<file path="config.mk">
export PLATFORM = sky130hd
export DESIGN_NAME = pie_regs
export DESIGN_NICKNAME = d
export VERILOG_FILES = /design/src/shared/pie_pkg.sv /design/src/pie_regs.sv
export VERILOG_INCLUDE_DIRS = /design/src /design/src/shared
export SDC_FILE = /design/constraint.sdc
export NUM_CORES = 1
export LEC_CHECK = 0
export BUFFER_PORTS_ARGS = -buffer_cell sky130_fd_sc_hd__buf_2
export CAP_MARGIN = 25
export CORE_MARGIN = 10
export CORE_UTILIZATION = 40
export DETAILED_ROUTE_END_ITERATION = 6
export PLACE_DENSITY = 0.65
export SYNTH_ARGS = -nofsm -noshare
export SYNTH_HDL_FRONTEND = slang
export SYNTH_SLANG_ARGS = --single-unit
</file>
<file path="constraint.sdc">
create_clock -name clk -period 3 [get_ports clk]
set_input_delay 0 -clock clk [delete_from_list [all_inputs] [get_ports clk]]
set_output_delay 0 -clock clk [all_outputs]
set_load 0.03 [all_outputs]
</file>
<file path="src/shared/pie_defines.svh">
// Register indices, field positions, reset values and codes for the PHY interrupt/counter bank
`ifndef PIE_DEFINES_SVH
`define PIE_DEFINES_SVH

// Register indices; byte address is four times the index
`define PIE_IDX_IRQ_CTRL   6'h12
`define PIE_IDX_PAGE       6'h13
`define PIE_IDX_FC_CNT     6'h14
`define PIE_IDX_RX_CNT     6'h15
`define PIE_IDX_PHY_CTL2   6'h20
`define PIE_IDX_CF_CFG     6'h21
`define PIE_IDX_IRQ_STAT   6'h22
`define PIE_IDX_IRQ_MASK   6'h23
`define PIE_IDX_WIN_LO     6'h14
`define PIE_IDX_WIN_HI     6'h1F

// Field positions
`define PIE_EV_W           6
`define PIE_FLAG_LSB       8
`define PIE_CTL2_SEL_LSB   7
`define PIE_CF_SEL_LSB     6
`define PIE_SEL_W          2
`define PIE_PAGE_W         3
`define PIE_CNT_W          8
`define PIE_EV_LINK        5
`define PIE_EV_SPEED       4
`define PIE_EV_DUPLEX      3
`define PIE_EV_ANEG        2
`define PIE_EV_CTR         1
`define PIE_EV_RXF         0

// Reset values and limits
`define PIE_EN_RST         6'h00
`define PIE_PAGE_RST       3'h0
`define PIE_CNT_RST        8'h00
`define PIE_CNT_MAX        8'hFF
`define PIE_SEL_RST        2'h0

// Bus answers
`define PIE_RESP_OKAY      2'h0
`define PIE_RESP_SLVERR    2'h2

`endif

</file>
<file path="src/shared/pie_pkg.sv">
// Types for the PHY interrupt enable, page select and error counter bank
package pie_pkg;

    typedef enum logic [2:0] {
        PIE_PAGE_EXT  = 3'b000,
        PIE_PAGE_TEST = 3'b001,
        PIE_PAGE_DIAG = 3'b010,
        PIE_PAGE_SFC  = 3'b101
    } pie_page_type;

    typedef struct packed {
        logic [7:0]  awaddr;
        logic        awvalid;
        logic [31:0] wdata;
        logic [3:0]  wstrb;
        logic        wvalid;
        logic        bready;
        logic [7:0]  araddr;
        logic        arvalid;
        logic        rready;
    } pie_axil_req_type;

    typedef struct packed {
        logic        awready;
        logic        wready;
        logic        bvalid;
        logic [1:0]  bresp;
        logic        arready;
        logic        rvalid;
        logic [31:0] rdata;
        logic [1:0]  rresp;
    } pie_axil_rsp_type;

    typedef struct packed {
        logic link_change;
        logic speed_change;
        logic duplex_change;
        logic autoneg_done;
        logic control_frame;
        logic false_carrier;
        logic carrier_valid;
        logic invalid_symbol;
        logic collision;
    } pie_phy_ev_type;

endpackage

</file>
<file path="src/pie_regs.sv">
// PHY interrupt enables, page selector and saturating clear-on-read error counters
//
// How it works
// - Bit 4 RW enable, reset 0, gates speed change interrupt.
// - Bit 3 RW enable, reset 0, gates duplex change interrupt.
// - Bit 2 RW enable, reset 0, gates autonegotiation complete interrupt.
// - Selectors zero: bit 1 gates false carrier counter half-full.
// - Any selector bit set: bit 1 gates either counter half-full.
// - Selectors zero: bit 0, reset 0, gates receive error counter half-full.
// - Any selector bit set: bit 0 gates control frame event.
// - Three-bit RW page selector, reset 0, picks page at 14h..1Fh.
// - Page 0 extended, 1 test, 2 diagnostics, 5 status-frame config.
// - Reserved upper bits of page and counters read zero, writes ignored.
// - False carrier count, 8 bits, one per event, read-only, cleared by read.
// - False carrier count sticks at FFh until read.
// - Receive error count bumps on invalid symbol during valid carrier, clear on read.
// - Receive error count bumps at most once per carrier event.
// - No receive error count for a carrier event with collision.
// - Receive error count sticks at maximum until read.
// - Upper status flags latch events, cleared by the read returning them.
// - Bit 5 RW enable, reset 0, gates link change interrupt.
`timescale 1ns/1ps
`include "pie_defines.svh"

module pie_regs (
    input  wire logic                      clk,
    input  wire logic                      sys_rst,
    input  wire pie_pkg::pie_axil_req_type axil_req,
    output pie_pkg::pie_axil_rsp_type      axil_rsp,
    input  wire pie_pkg::pie_phy_ev_type   phy_ev,
    output logic [`PIE_PAGE_W-1:0]         page_select,
    output logic                           irq
);

    // Merge a 32-bit write into a 16-bit register under the byte strobes
    function automatic logic [15:0] wr_merge(input logic [15:0] old_v,
                                             input logic [31:0] new_v,
                                             input logic [3:0]  strb);
        logic [15:0] res;
        res = old_v;
        if (strb[0]) begin
            res[7:0] = new_v[7:0];
        end
        if (strb[1]) begin
            res[15:8] = new_v[15:8];
        end
        return res;
    endfunction

    function automatic logic in_window(input logic [5:0] idx);
        return (idx >= `PIE_IDX_WIN_LO) && (idx <= `PIE_IDX_WIN_HI);
    endfunction

    pie_pkg::pie_axil_rsp_type     rsp_q;
    logic                          aw_held_q;
    logic                          w_held_q;
    logic [7:0]                    awaddr_q;
    logic [31:0]                   wdata_q;
    logic [3:0]                    wstrb_q;
    logic [`PIE_EV_W-1:0]          en_q;
    logic [`PIE_EV_W-1:0]          flag_q;
    logic [`PIE_EV_W-1:0]          stat_q;
    logic [`PIE_EV_W-1:0]          mask_q;
    logic [`PIE_PAGE_W-1:0]        page_q;
    logic [`PIE_SEL_W-1:0]         ctl2_sel_q;
    logic [`PIE_SEL_W-1:0]         cf_sel_q;
    logic [`PIE_CNT_W-1:0]         fc_cnt_q;
    logic [`PIE_CNT_W-1:0]         fc_cnt_d;
    logic [`PIE_CNT_W-1:0]         rx_cnt_q;
    logic [`PIE_CNT_W-1:0]         rx_cnt_d;
    logic                          car_q;
    logic                          err_seen_q;
    logic                          col_seen_q;
    logic                          irq_q;
    logic                          wr_fire;
    logic                          rd_fire;
    logic [5:0]                    wr_idx;
    logic [5:0]                    rd_idx;
    logic                          page0;
    logic                          clr_fc;
    logic                          clr_rx;
    logic                          clr_flag;
    logic                          carrier_end;
    logic                          rx_inc;
    logic                          alt_mode;
    logic                          fc_half;
    logic                          rx_half;
    logic [`PIE_EV_W-1:0]          ev_raw;
    logic [15:0]                   rd_word;
    logic                          rd_hit;
    logic [15:0]                   wr_word;

    assign axil_rsp    = rsp_q;
    assign page_select = page_q;
    assign irq         = irq_q;

    assign wr_fire = aw_held_q && w_held_q && !rsp_q.bvalid;
    assign rd_fire = axil_req.arvalid && rsp_q.arready;
    assign wr_idx  = awaddr_q[7:2];
    assign rd_idx  = axil_req.araddr[7:2];
    assign page0   = (page_q == pie_pkg::PIE_PAGE_EXT);

    // Counters only answer on the extended page; other pages belong elsewhere
    assign clr_fc   = rd_fire && page0 && (rd_idx == `PIE_IDX_FC_CNT);
    assign clr_rx   = rd_fire && page0 && (rd_idx == `PIE_IDX_RX_CNT);
    assign clr_flag = rd_fire && (rd_idx == `PIE_IDX_IRQ_CTRL);

    // Both channels in one process: the response struct may have only one writer
    // Address and data taken in either order, one write in flight
    always_ff @(posedge clk or posedge sys_rst) begin
        if (sys_rst) begin
            rsp_q.arready <= 1'b1;
            rsp_q.rvalid  <= 1'b0;
            rsp_q.rdata   <= 32'h0000_0000;
            rsp_q.rresp   <= `PIE_RESP_OKAY;
            aw_held_q     <= 1'b0;
            w_held_q      <= 1'b0;
            awaddr_q      <= 8'h00;
            wdata_q       <= 32'h0000_0000;
            wstrb_q       <= 4'h0;
            rsp_q.awready <= 1'b1;
            rsp_q.wready  <= 1'b1;
            rsp_q.bvalid  <= 1'b0;
            rsp_q.bresp   <= `PIE_RESP_OKAY;
        end else begin
            if (axil_req.awvalid && rsp_q.awready) begin
                aw_held_q     <= 1'b1;
                awaddr_q      <= axil_req.awaddr;
                rsp_q.awready <= 1'b0;
            end
            if (axil_req.wvalid && rsp_q.wready) begin
                w_held_q     <= 1'b1;
                wdata_q      <= axil_req.wdata;
                wstrb_q      <= axil_req.wstrb;
                rsp_q.wready <= 1'b0;
            end
            if (wr_fire) begin
                aw_held_q    <= 1'b0;
                w_held_q     <= 1'b0;
                rsp_q.bvalid <= 1'b1;
                rsp_q.bresp  <= (in_window(wr_idx) || wr_idx == `PIE_IDX_IRQ_CTRL ||
                                 wr_idx == `PIE_IDX_PAGE || wr_idx == `PIE_IDX_PHY_CTL2 ||
                                 wr_idx == `PIE_IDX_CF_CFG || wr_idx == `PIE_IDX_IRQ_STAT ||
                                 wr_idx == `PIE_IDX_IRQ_MASK) ? `PIE_RESP_OKAY
                                                               : `PIE_RESP_SLVERR;
            end
            if (rsp_q.bvalid && axil_req.bready) begin
                rsp_q.bvalid  <= 1'b0;
                rsp_q.awready <= 1'b1;
                rsp_q.wready  <= 1'b1;
            end
            // Read answers one cycle after the address is taken
            if (rd_fire) begin
                rsp_q.arready <= 1'b0;
                rsp_q.rvalid  <= 1'b1;
                rsp_q.rdata   <= {16'h0000, rd_word};
                rsp_q.rresp   <= rd_hit ? `PIE_RESP_OKAY : `PIE_RESP_SLVERR;
            end else if (rsp_q.rvalid && axil_req.rready) begin
                rsp_q.rvalid  <= 1'b0;
                rsp_q.arready <= 1'b1;
            end
        end
    end

    // Read decode; reserved bits come back as zero
    always_comb begin
        rd_word = 16'h0000;
        rd_hit  = 1'b1;
        unique case (rd_idx)
            `PIE_IDX_IRQ_CTRL: rd_word = {2'h0, flag_q, 2'h0, en_q};
            `PIE_IDX_PAGE:     rd_word = {13'h0000, page_q};
            `PIE_IDX_PHY_CTL2: rd_word = {7'h00, ctl2_sel_q, 7'h00};
            `PIE_IDX_CF_CFG:   rd_word = {8'h00, cf_sel_q, 6'h00};
            `PIE_IDX_IRQ_STAT: rd_word = {10'h000, stat_q};
            `PIE_IDX_IRQ_MASK: rd_word = {10'h000, mask_q};
            default: begin
                rd_hit = in_window(rd_idx);
                if (page0 && rd_idx == `PIE_IDX_FC_CNT) begin
                    rd_word = {8'h00, fc_cnt_q};
                end else if (page0 && rd_idx == `PIE_IDX_RX_CNT) begin
                    rd_word = {8'h00, rx_cnt_q};
                end
            end
        endcase
    end

    // Software-written control
    always_ff @(posedge clk or posedge sys_rst) begin
        if (sys_rst) begin
            en_q       <= `PIE_EN_RST;
            page_q     <= `PIE_PAGE_RST;
            ctl2_sel_q <= `PIE_SEL_RST;
            cf_sel_q   <= `PIE_SEL_RST;
            mask_q     <= `PIE_EN_RST;
        end else if (wr_fire) begin
            unique case (wr_idx)
                `PIE_IDX_IRQ_CTRL: en_q <= wr_word[`PIE_EV_W-1:0];
                `PIE_IDX_PAGE:     page_q <= wr_word[`PIE_PAGE_W-1:0];
                `PIE_IDX_PHY_CTL2: ctl2_sel_q <= wr_word[`PIE_CTL2_SEL_LSB +: `PIE_SEL_W];
                `PIE_IDX_CF_CFG:   cf_sel_q <= wr_word[`PIE_CF_SEL_LSB +: `PIE_SEL_W];
                `PIE_IDX_IRQ_MASK: mask_q <= wr_word[`PIE_EV_W-1:0];
                default: ;
            endcase
        end
    end

    always_comb begin
        unique case (wr_idx)
            `PIE_IDX_IRQ_CTRL: wr_word = wr_merge({10'h000, en_q}, wdata_q, wstrb_q);
            `PIE_IDX_PAGE:     wr_word = wr_merge({13'h0000, page_q}, wdata_q, wstrb_q);
            `PIE_IDX_PHY_CTL2: wr_word = wr_merge({7'h00, ctl2_sel_q, 7'h00}, wdata_q, wstrb_q);
            `PIE_IDX_CF_CFG:   wr_word = wr_merge({8'h00, cf_sel_q, 6'h00}, wdata_q, wstrb_q);
            `PIE_IDX_IRQ_MASK: wr_word = wr_merge({10'h000, mask_q}, wdata_q, wstrb_q);
            default:           wr_word = wr_merge(16'h0000, wdata_q, wstrb_q);
        endcase
    end

    // Carrier tracking: receive errors are judged once, when the carrier ends
    assign carrier_end = car_q && !phy_ev.carrier_valid;
    assign rx_inc      = carrier_end && err_seen_q && !col_seen_q;

    always_ff @(posedge clk or posedge sys_rst) begin
        if (sys_rst) begin
            car_q      <= 1'b0;
            err_seen_q <= 1'b0;
            col_seen_q <= 1'b0;
        end else begin
            car_q <= phy_ev.carrier_valid;
            if (phy_ev.carrier_valid) begin
                err_seen_q <= err_seen_q || phy_ev.invalid_symbol;
                col_seen_q <= col_seen_q || phy_ev.collision;
            end else begin
                err_seen_q <= 1'b0;
                col_seen_q <= 1'b0;
            end
        end
    end

    // Clear then count, so an event in the reading cycle survives as one
    always_comb begin
        fc_cnt_d = clr_fc ? `PIE_CNT_RST : fc_cnt_q;
        if (phy_ev.false_carrier && fc_cnt_d != `PIE_CNT_MAX) begin
            fc_cnt_d = fc_cnt_d + 8'h01;
        end
        rx_cnt_d = clr_rx ? `PIE_CNT_RST : rx_cnt_q;
        if (rx_inc && rx_cnt_d != `PIE_CNT_MAX) begin
            rx_cnt_d = rx_cnt_d + 8'h01;
        end
    end

    always_ff @(posedge clk or posedge sys_rst) begin
        if (sys_rst) begin
            fc_cnt_q <= `PIE_CNT_RST;
            rx_cnt_q <= `PIE_CNT_RST;
        end else begin
            fc_cnt_q <= fc_cnt_d;
            rx_cnt_q <= rx_cnt_d;
        end
    end

    // Event mapping; the two low enables change meaning with the selectors
    assign fc_half  = !fc_cnt_q[`PIE_CNT_W-1] && fc_cnt_d[`PIE_CNT_W-1];
    assign rx_half  = !rx_cnt_q[`PIE_CNT_W-1] && rx_cnt_d[`PIE_CNT_W-1];
    assign alt_mode = (|ctl2_sel_q) || (|cf_sel_q);

    always_comb begin
        ev_raw                = '0;
        ev_raw[`PIE_EV_LINK]  = phy_ev.link_change;
        ev_raw[`PIE_EV_SPEED] = phy_ev.speed_change;
        ev_raw[`PIE_EV_DUPLEX] = phy_ev.duplex_change;
        ev_raw[`PIE_EV_ANEG]  = phy_ev.autoneg_done;
        ev_raw[`PIE_EV_CTR]   = alt_mode ? (fc_half || rx_half) : fc_half;
        ev_raw[`PIE_EV_RXF]   = alt_mode ? phy_ev.control_frame : rx_half;
    end

    // Pending flags clear on read; a new event in that cycle wins
    always_ff @(posedge clk or posedge sys_rst) begin
        if (sys_rst) begin
            flag_q <= '0;
        end else begin
            flag_q <= (clr_flag ? '0 : flag_q) | ev_raw;
        end
    end

    // Sticky status takes only enabled events; write one to clear, set wins
    always_ff @(posedge clk or posedge sys_rst) begin
        if (sys_rst) begin
            stat_q <= '0;
        end else begin
            if (wr_fire && wr_idx == `PIE_IDX_IRQ_STAT) begin
                stat_q <= (stat_q & ~wr_word[`PIE_EV_W-1:0]) | (ev_raw & en_q);
            end else begin
                stat_q <= stat_q | (ev_raw & en_q);
            end
        end
    end

    always_ff @(posedge clk or posedge sys_rst) begin
        if (sys_rst) begin
            irq_q <= 1'b0;
        end else begin
            irq_q <= |(stat_q & mask_q);
        end
    end
endmodule // pie_regs

</file>
==> results_tabular.tex <==
\begin{tabular}{lr}
\hline
Metric & Value \\
\hline
\multicolumn{2}{l}{\textbf{Route}} \\
\quad Number of optimization iterations in the first detailed-route pass & 5 \\
\quad Via/cell ratio & 5.436 \\
\quad Number of remaining DRC errors & 0 \\
\quad DR iter-0 viols & 273 \\
\quad Top layer reached by signal wires & met4 \\
\quad Met2 wire len & 5.711 mm \\
\quad Vias post-DR & between 3000 and 4000 \\
\quad Sum of routed wire segments on met1 & 5.134 mm \\
\quad Post-detailed-route count of antenna-violating nets & 0 \\
\quad Met3 routed WL & approximately 840 um \\
\quad Average wire per cell in the routed design & 16.73 um \\
\quad Overall routed net length & 11.78 mm \\
\multicolumn{2}{l}{\textbf{Cells and area}} \\
\quad Share of layout cells above drive strength 1 & 0.2424 \\
\quad Area added between synthesis and finish & 24.01\% \\
\quad Area taken by multi-input logic gates & between 2000 and 2500 um2 \\
\quad Filler cell count in the final layout & about 1000 \\
\quad Final nets & 626 \\
\quad Final core occ & 0.5029 \\
\quad Final Non-Filler Cells & 704 \\
\quad Diodes inserted & 0 \\
\quad Reg area & around 2300 um2 \\
\multicolumn{2}{l}{\textbf{Setup path}} \\
\quad Data arrival at the endpoint of the critical path & 3140 ps \\
\quad Kind of critical path & flop to flop \\
\quad Critical path launch point type & flop \\
\quad Maximum fanout encountered on the critical timing path & 7 \\
\quad Required @ worst endpoint & 3230 ps \\
\quad Crit path capture type & flop \\
\multicolumn{2}{l}{\textbf{Placed design}} \\
\quad Total instance count after detailed placement & about 650 \\
\quad Number of buffers added on ports & 63 \\
\quad Gp weighted congestion & just under 0.9 \\
\quad Post-detail-place hpwl & 8.797 mm \\
\multicolumn{2}{l}{\textbf{STA}} \\
\quad Fin crit period & 2907 ps \\
\quad Max-slew violations & 0 \\
\quad Max Fclk & about 0.34 GHz \\
\quad Slew at the pin closest to its max-slew limit & 704.4 ps \\
\quad Post-route clock period utilization & 0.9690 \\
\quad Final Hold Viols & 0 \\
\quad Post-route clock skew & 3.593 ps \\
\quad Max-slew headroom & 0.5261 \\
\quad Setup violation total in the final timing report & 0 \\
\multicolumn{2}{l}{\textbf{Floorplanning}} \\
\quad Initial core utilization & 0.4055 \\
\quad Number of top-level design ports & 113 \\
\quad X dimension of the die & 127.1 um \\
\quad Die height & about 130 um \\
\quad Die area & 16160 um2 \\
\quad Row count & 39 \\
\quad Core ar. & about 11000 um2 \\
\multicolumn{2}{l}{\textbf{GRT}} \\
\quad Overall routing resource usage & 0.1486 \\
\quad Vias in the first global route & 3947 \\
\quad Pin count of the biggest net entering global routing & 67 \\
\quad Initial antenna violation count & 0 \\
\quad Global-route wire length before repair & between 20 and 25 mm \\
\quad Aggregate global routing overflow & 0 \\
\multicolumn{2}{l}{\textbf{Synthesis}} \\
\quad Number of warning messages in the yosys log & 0 \\
\quad Cell type contributing the most total cell area after synthesis & sky130\_fd\_sc\_hd\_\_dfrtp\_1 \\
\quad Cell count after synthesis & 452 \\
\quad Proportion of synthesized chip area in sequential cells & 0.4969 \\
\quad Share of Yosys cell area claimed by the top area cell type & 0.4797 \\
\quad Flip-flop cell with the highest count after synthesis & sky130\_fd\_sc\_hd\_\_dfrtp\_1 \\
\quad Avg Inst Size Synth & 10.16 um2 \\
\quad Number of flops mapped to enable cells by yosys & 0 \\
\quad Largest cells by area after synthesis & sky130\_fd\_sc\_hd\_\_dfrtp\_1, sky130\_fd\_sc\_hd\_\_mux2\_2, sky130\_fd\_sc\_hd\_\_nand2\_1 \\
\quad Cell area after synthesis & 4591 um2 \\
\quad Fraction of registers with async set or reset after synthesis & 1.000 \\
\quad Register bit count reported by yosys & 91 \\
\quad Count of unique library cells instantiated by Yosys & 62 \\
\multicolumn{2}{l}{\textbf{CTS}} \\
\quad Clock Path Buffers & 2 \\
\quad Clock-pin slew on the worst setup and hold paths & 60 ps \\
\quad Latest clock arrival within the worst-skew pair & roughly 340 ps \\
\quad Number of buffers created by CTS & 9 \\
\quad Root buffer cell & sky130\_fd\_sc\_hd\_\_clkbuf\_16 \\
\quad Resize count post-CTS & 0 \\
\quad CTS tree & done \\
\quad Htree depth & 3 \\
\quad Clock net sink count & 91 \\
\multicolumn{2}{l}{\textbf{Pwr}} \\
\quad PD cells & 785.2 nW/um2 \\
\quad LEAKAGE & 2.478 nW \\
\quad Worst voltage drop across the vdd grid & between 0.5 and 0.6 mV \\
\multicolumn{2}{l}{\textbf{Run}} \\
\quad Max-cap violations & 0 \\
\multicolumn{2}{l}{\textbf{Worst hold path}} \\
\quad Class of the tightest hold or removal check & input port to flop \\
\multicolumn{2}{l}{\textbf{Outcome}} \\
\quad Run status & complete, no violations \\
\hline
\end{tabular}
[through the flow]
step	setup TNS [ps]	instance area [um2]	hold WS, ps	power, W	worst slack (ps)
3_3_place_gp	0	5037	22.20	0.003259	167.2
3_5_place_dp	0	5037	25.63	0.003299	107.0
5_1_grt	-0.2864	5693	41.43	0.004767	-0.2864
6_report	0	5693	12.57	0.004470	93.06
4_1_cts	0	5670	14.98	0.004494	93.65
2_1_floorplan	0	4671	31.43	0.002897	14.07
[final timing paths]
path / slack (ps) / end / cells after the start / startpoint
max reg2reg: 90 / rx_cnt_q[1] / 8 / page_select[2]
max in group asynchronous: 2090 / axil_rsp[35] / 4 / sys_rst
min: 10 / flag_q[0] / 4 / phy_ev[4]
max: 90 / rx_cnt_q[1] / 8 / page_select[2]
min reg2reg: 470 / axil_rsp[14] / 2 / axil_rsp[14]
min in group asynchronous: 200 / awaddr_q[7] / 3 / sys_rst
[synth_stat cells, drive strengths merged, types with 4 or more instances]
cell and n:
dfrtp 88, nand2 46, nor2 43, mux2 25, buf 24, o21ai 20
a31oi 15, clkbuf 11, inv 11, a21oi 10, nor3 10, a21o 9
a221oi 9, mux2i 9, nand3 8, nand3b 8, nor4 8, o211ai 8
or4 8, and2 7, nor2b 6, a22o 5, a22oi 5, a21boi 4
nand4 4
[where the power goes]
part	internal [W]	switching (W)	leakage (nW)
Clock	0.000668	0.000473	0.145
Sequential	0.00161	0.000390	1.11
Combinational	0.000573	0.000760	1.22
[repair_timing]
action                                  4_1_cts  5_1_grt
endpoints found under the hold margin        56        0
endpoints found under the setup margin        0        1
buffers inserted                              0        3
hold buffers                                 33        0
[metal layers]
layer	up-vias	GRT usage
met4	0	0.03483
met1	1851	0.1854
met3	12	0.04673
met2	131	0.2454
li1	1833	-
met5	-	0
[cell families (layout without fill, tap and decap cells)]
logic type,Yosys count,count (layout),synth area share
flops,91,91,0.4969
mux,34,34,0.08095
compound gates,102,102,0.1559
simple gates,171,171,0.1943
other cells,1,20,0.0008169
xor+xnor,5,5,0.009541
fa+ha+maj,2,2,0.005450
buf+inv,46,136,0.05614
[sequential cells by signal (all words and copies together) (netlist names)]
name         count
w_held_q         1
stat_q           6
car_q            1
mask_q           6
col_seen_q       1
ctl2_sel_q       2
rx_cnt_q         8
wstrb_q          2
wdata_q          9
awaddr_q         6
flag_q           6
page_select      3
axil_rsp        21
irq              1
err_seen_q       1
en_q             6
cf_sel_q         2
aw_held_q        1
fc_cnt_q         8
[cells in the final DEF, fill, tap and decap left out, types with 3 or more instances in the layout]
master | Yosys | layout
sky130_fd_sc_hd__or4_1 | 7 | 7
sky130_fd_sc_hd__buf_4 | 20 | 12
sky130_fd_sc_hd__clkinv_2 | 0 | 3
sky130_fd_sc_hd__nor2b_1 | 6 | 6
sky130_fd_sc_hd__mux2_2 | 25 | 25
sky130_fd_sc_hd__o211ai_1 | 8 | 8
sky130_fd_sc_hd__a22o_1 | 5 | 5
sky130_fd_sc_hd__mux2i_1 | 9 | 9
sky130_fd_sc_hd__o21ai_0 | 20 | 20
sky130_fd_sc_hd__a21oi_1 | 10 | 9
sky130_fd_sc_hd__dlygate4sd3_1 | 0 | 33
sky130_fd_sc_hd__a222oi_1 | 3 | 3
sky130_fd_sc_hd__buf_2 | 2 | 63
sky130_fd_sc_hd__inv_1 | 11 | 10
sky130_fd_sc_hd__nand4_1 | 4 | 4
sky130_fd_sc_hd__a22oi_1 | 5 | 5
sky130_fd_sc_hd__nand3_1 | 8 | 8
sky130_fd_sc_hd__nand3b_1 | 8 | 8
sky130_fd_sc_hd__conb_1 | 1 | 20
sky130_fd_sc_hd__xor2_1 | 3 | 3
sky130_fd_sc_hd__a21o_1 | 9 | 9
sky130_fd_sc_hd__dfstp_2 | 3 | 3
sky130_fd_sc_hd__a31oi_1 | 15 | 15
sky130_fd_sc_hd__nor2_1 | 43 | 42
sky130_fd_sc_hd__dfrtp_1 | 88 | 86
sky130_fd_sc_hd__nor3_1 | 10 | 10
sky130_fd_sc_hd__a221oi_1 | 9 | 9
sky130_fd_sc_hd__nand2b_1 | 3 | 3
sky130_fd_sc_hd__and2_1 | 6 | 6
sky130_fd_sc_hd__nor4_1 | 7 | 7
sky130_fd_sc_hd__clkbuf_16 | 0 | 9
sky130_fd_sc_hd__nand2_1 | 46 | 46
sky130_fd_sc_hd__or2_2 | 3 | 3
sky130_fd_sc_hd__a21boi_0 | 4 | 4
[cell type report]
class                      count  share of cell area
sequential                    91              0.4011
clock inverter                 6             0.01121
tap                          143             0.03143
multi-input combinational    334              0.3741
clock buffer                  10             0.04198
timing repair buffer         109              0.1327
inverter                      11            0.007473
[critical path: stages (launching register included)]
cell	delay (ps)
sky130_fd_sc_hd__dfrtp_2	430
sky130_fd_sc_hd__or4_1	570
sky130_fd_sc_hd__or4_4	570
sky130_fd_sc_hd__and2_1	200
sky130_fd_sc_hd__ha_1	220
sky130_fd_sc_hd__nand4_1	130
sky130_fd_sc_hd__nor2_2	110
sky130_fd_sc_hd__a21oi_2	220
sky130_fd_sc_hd__mux2_2	360
No activity file was read; power rests on OpenSTA's default activity.
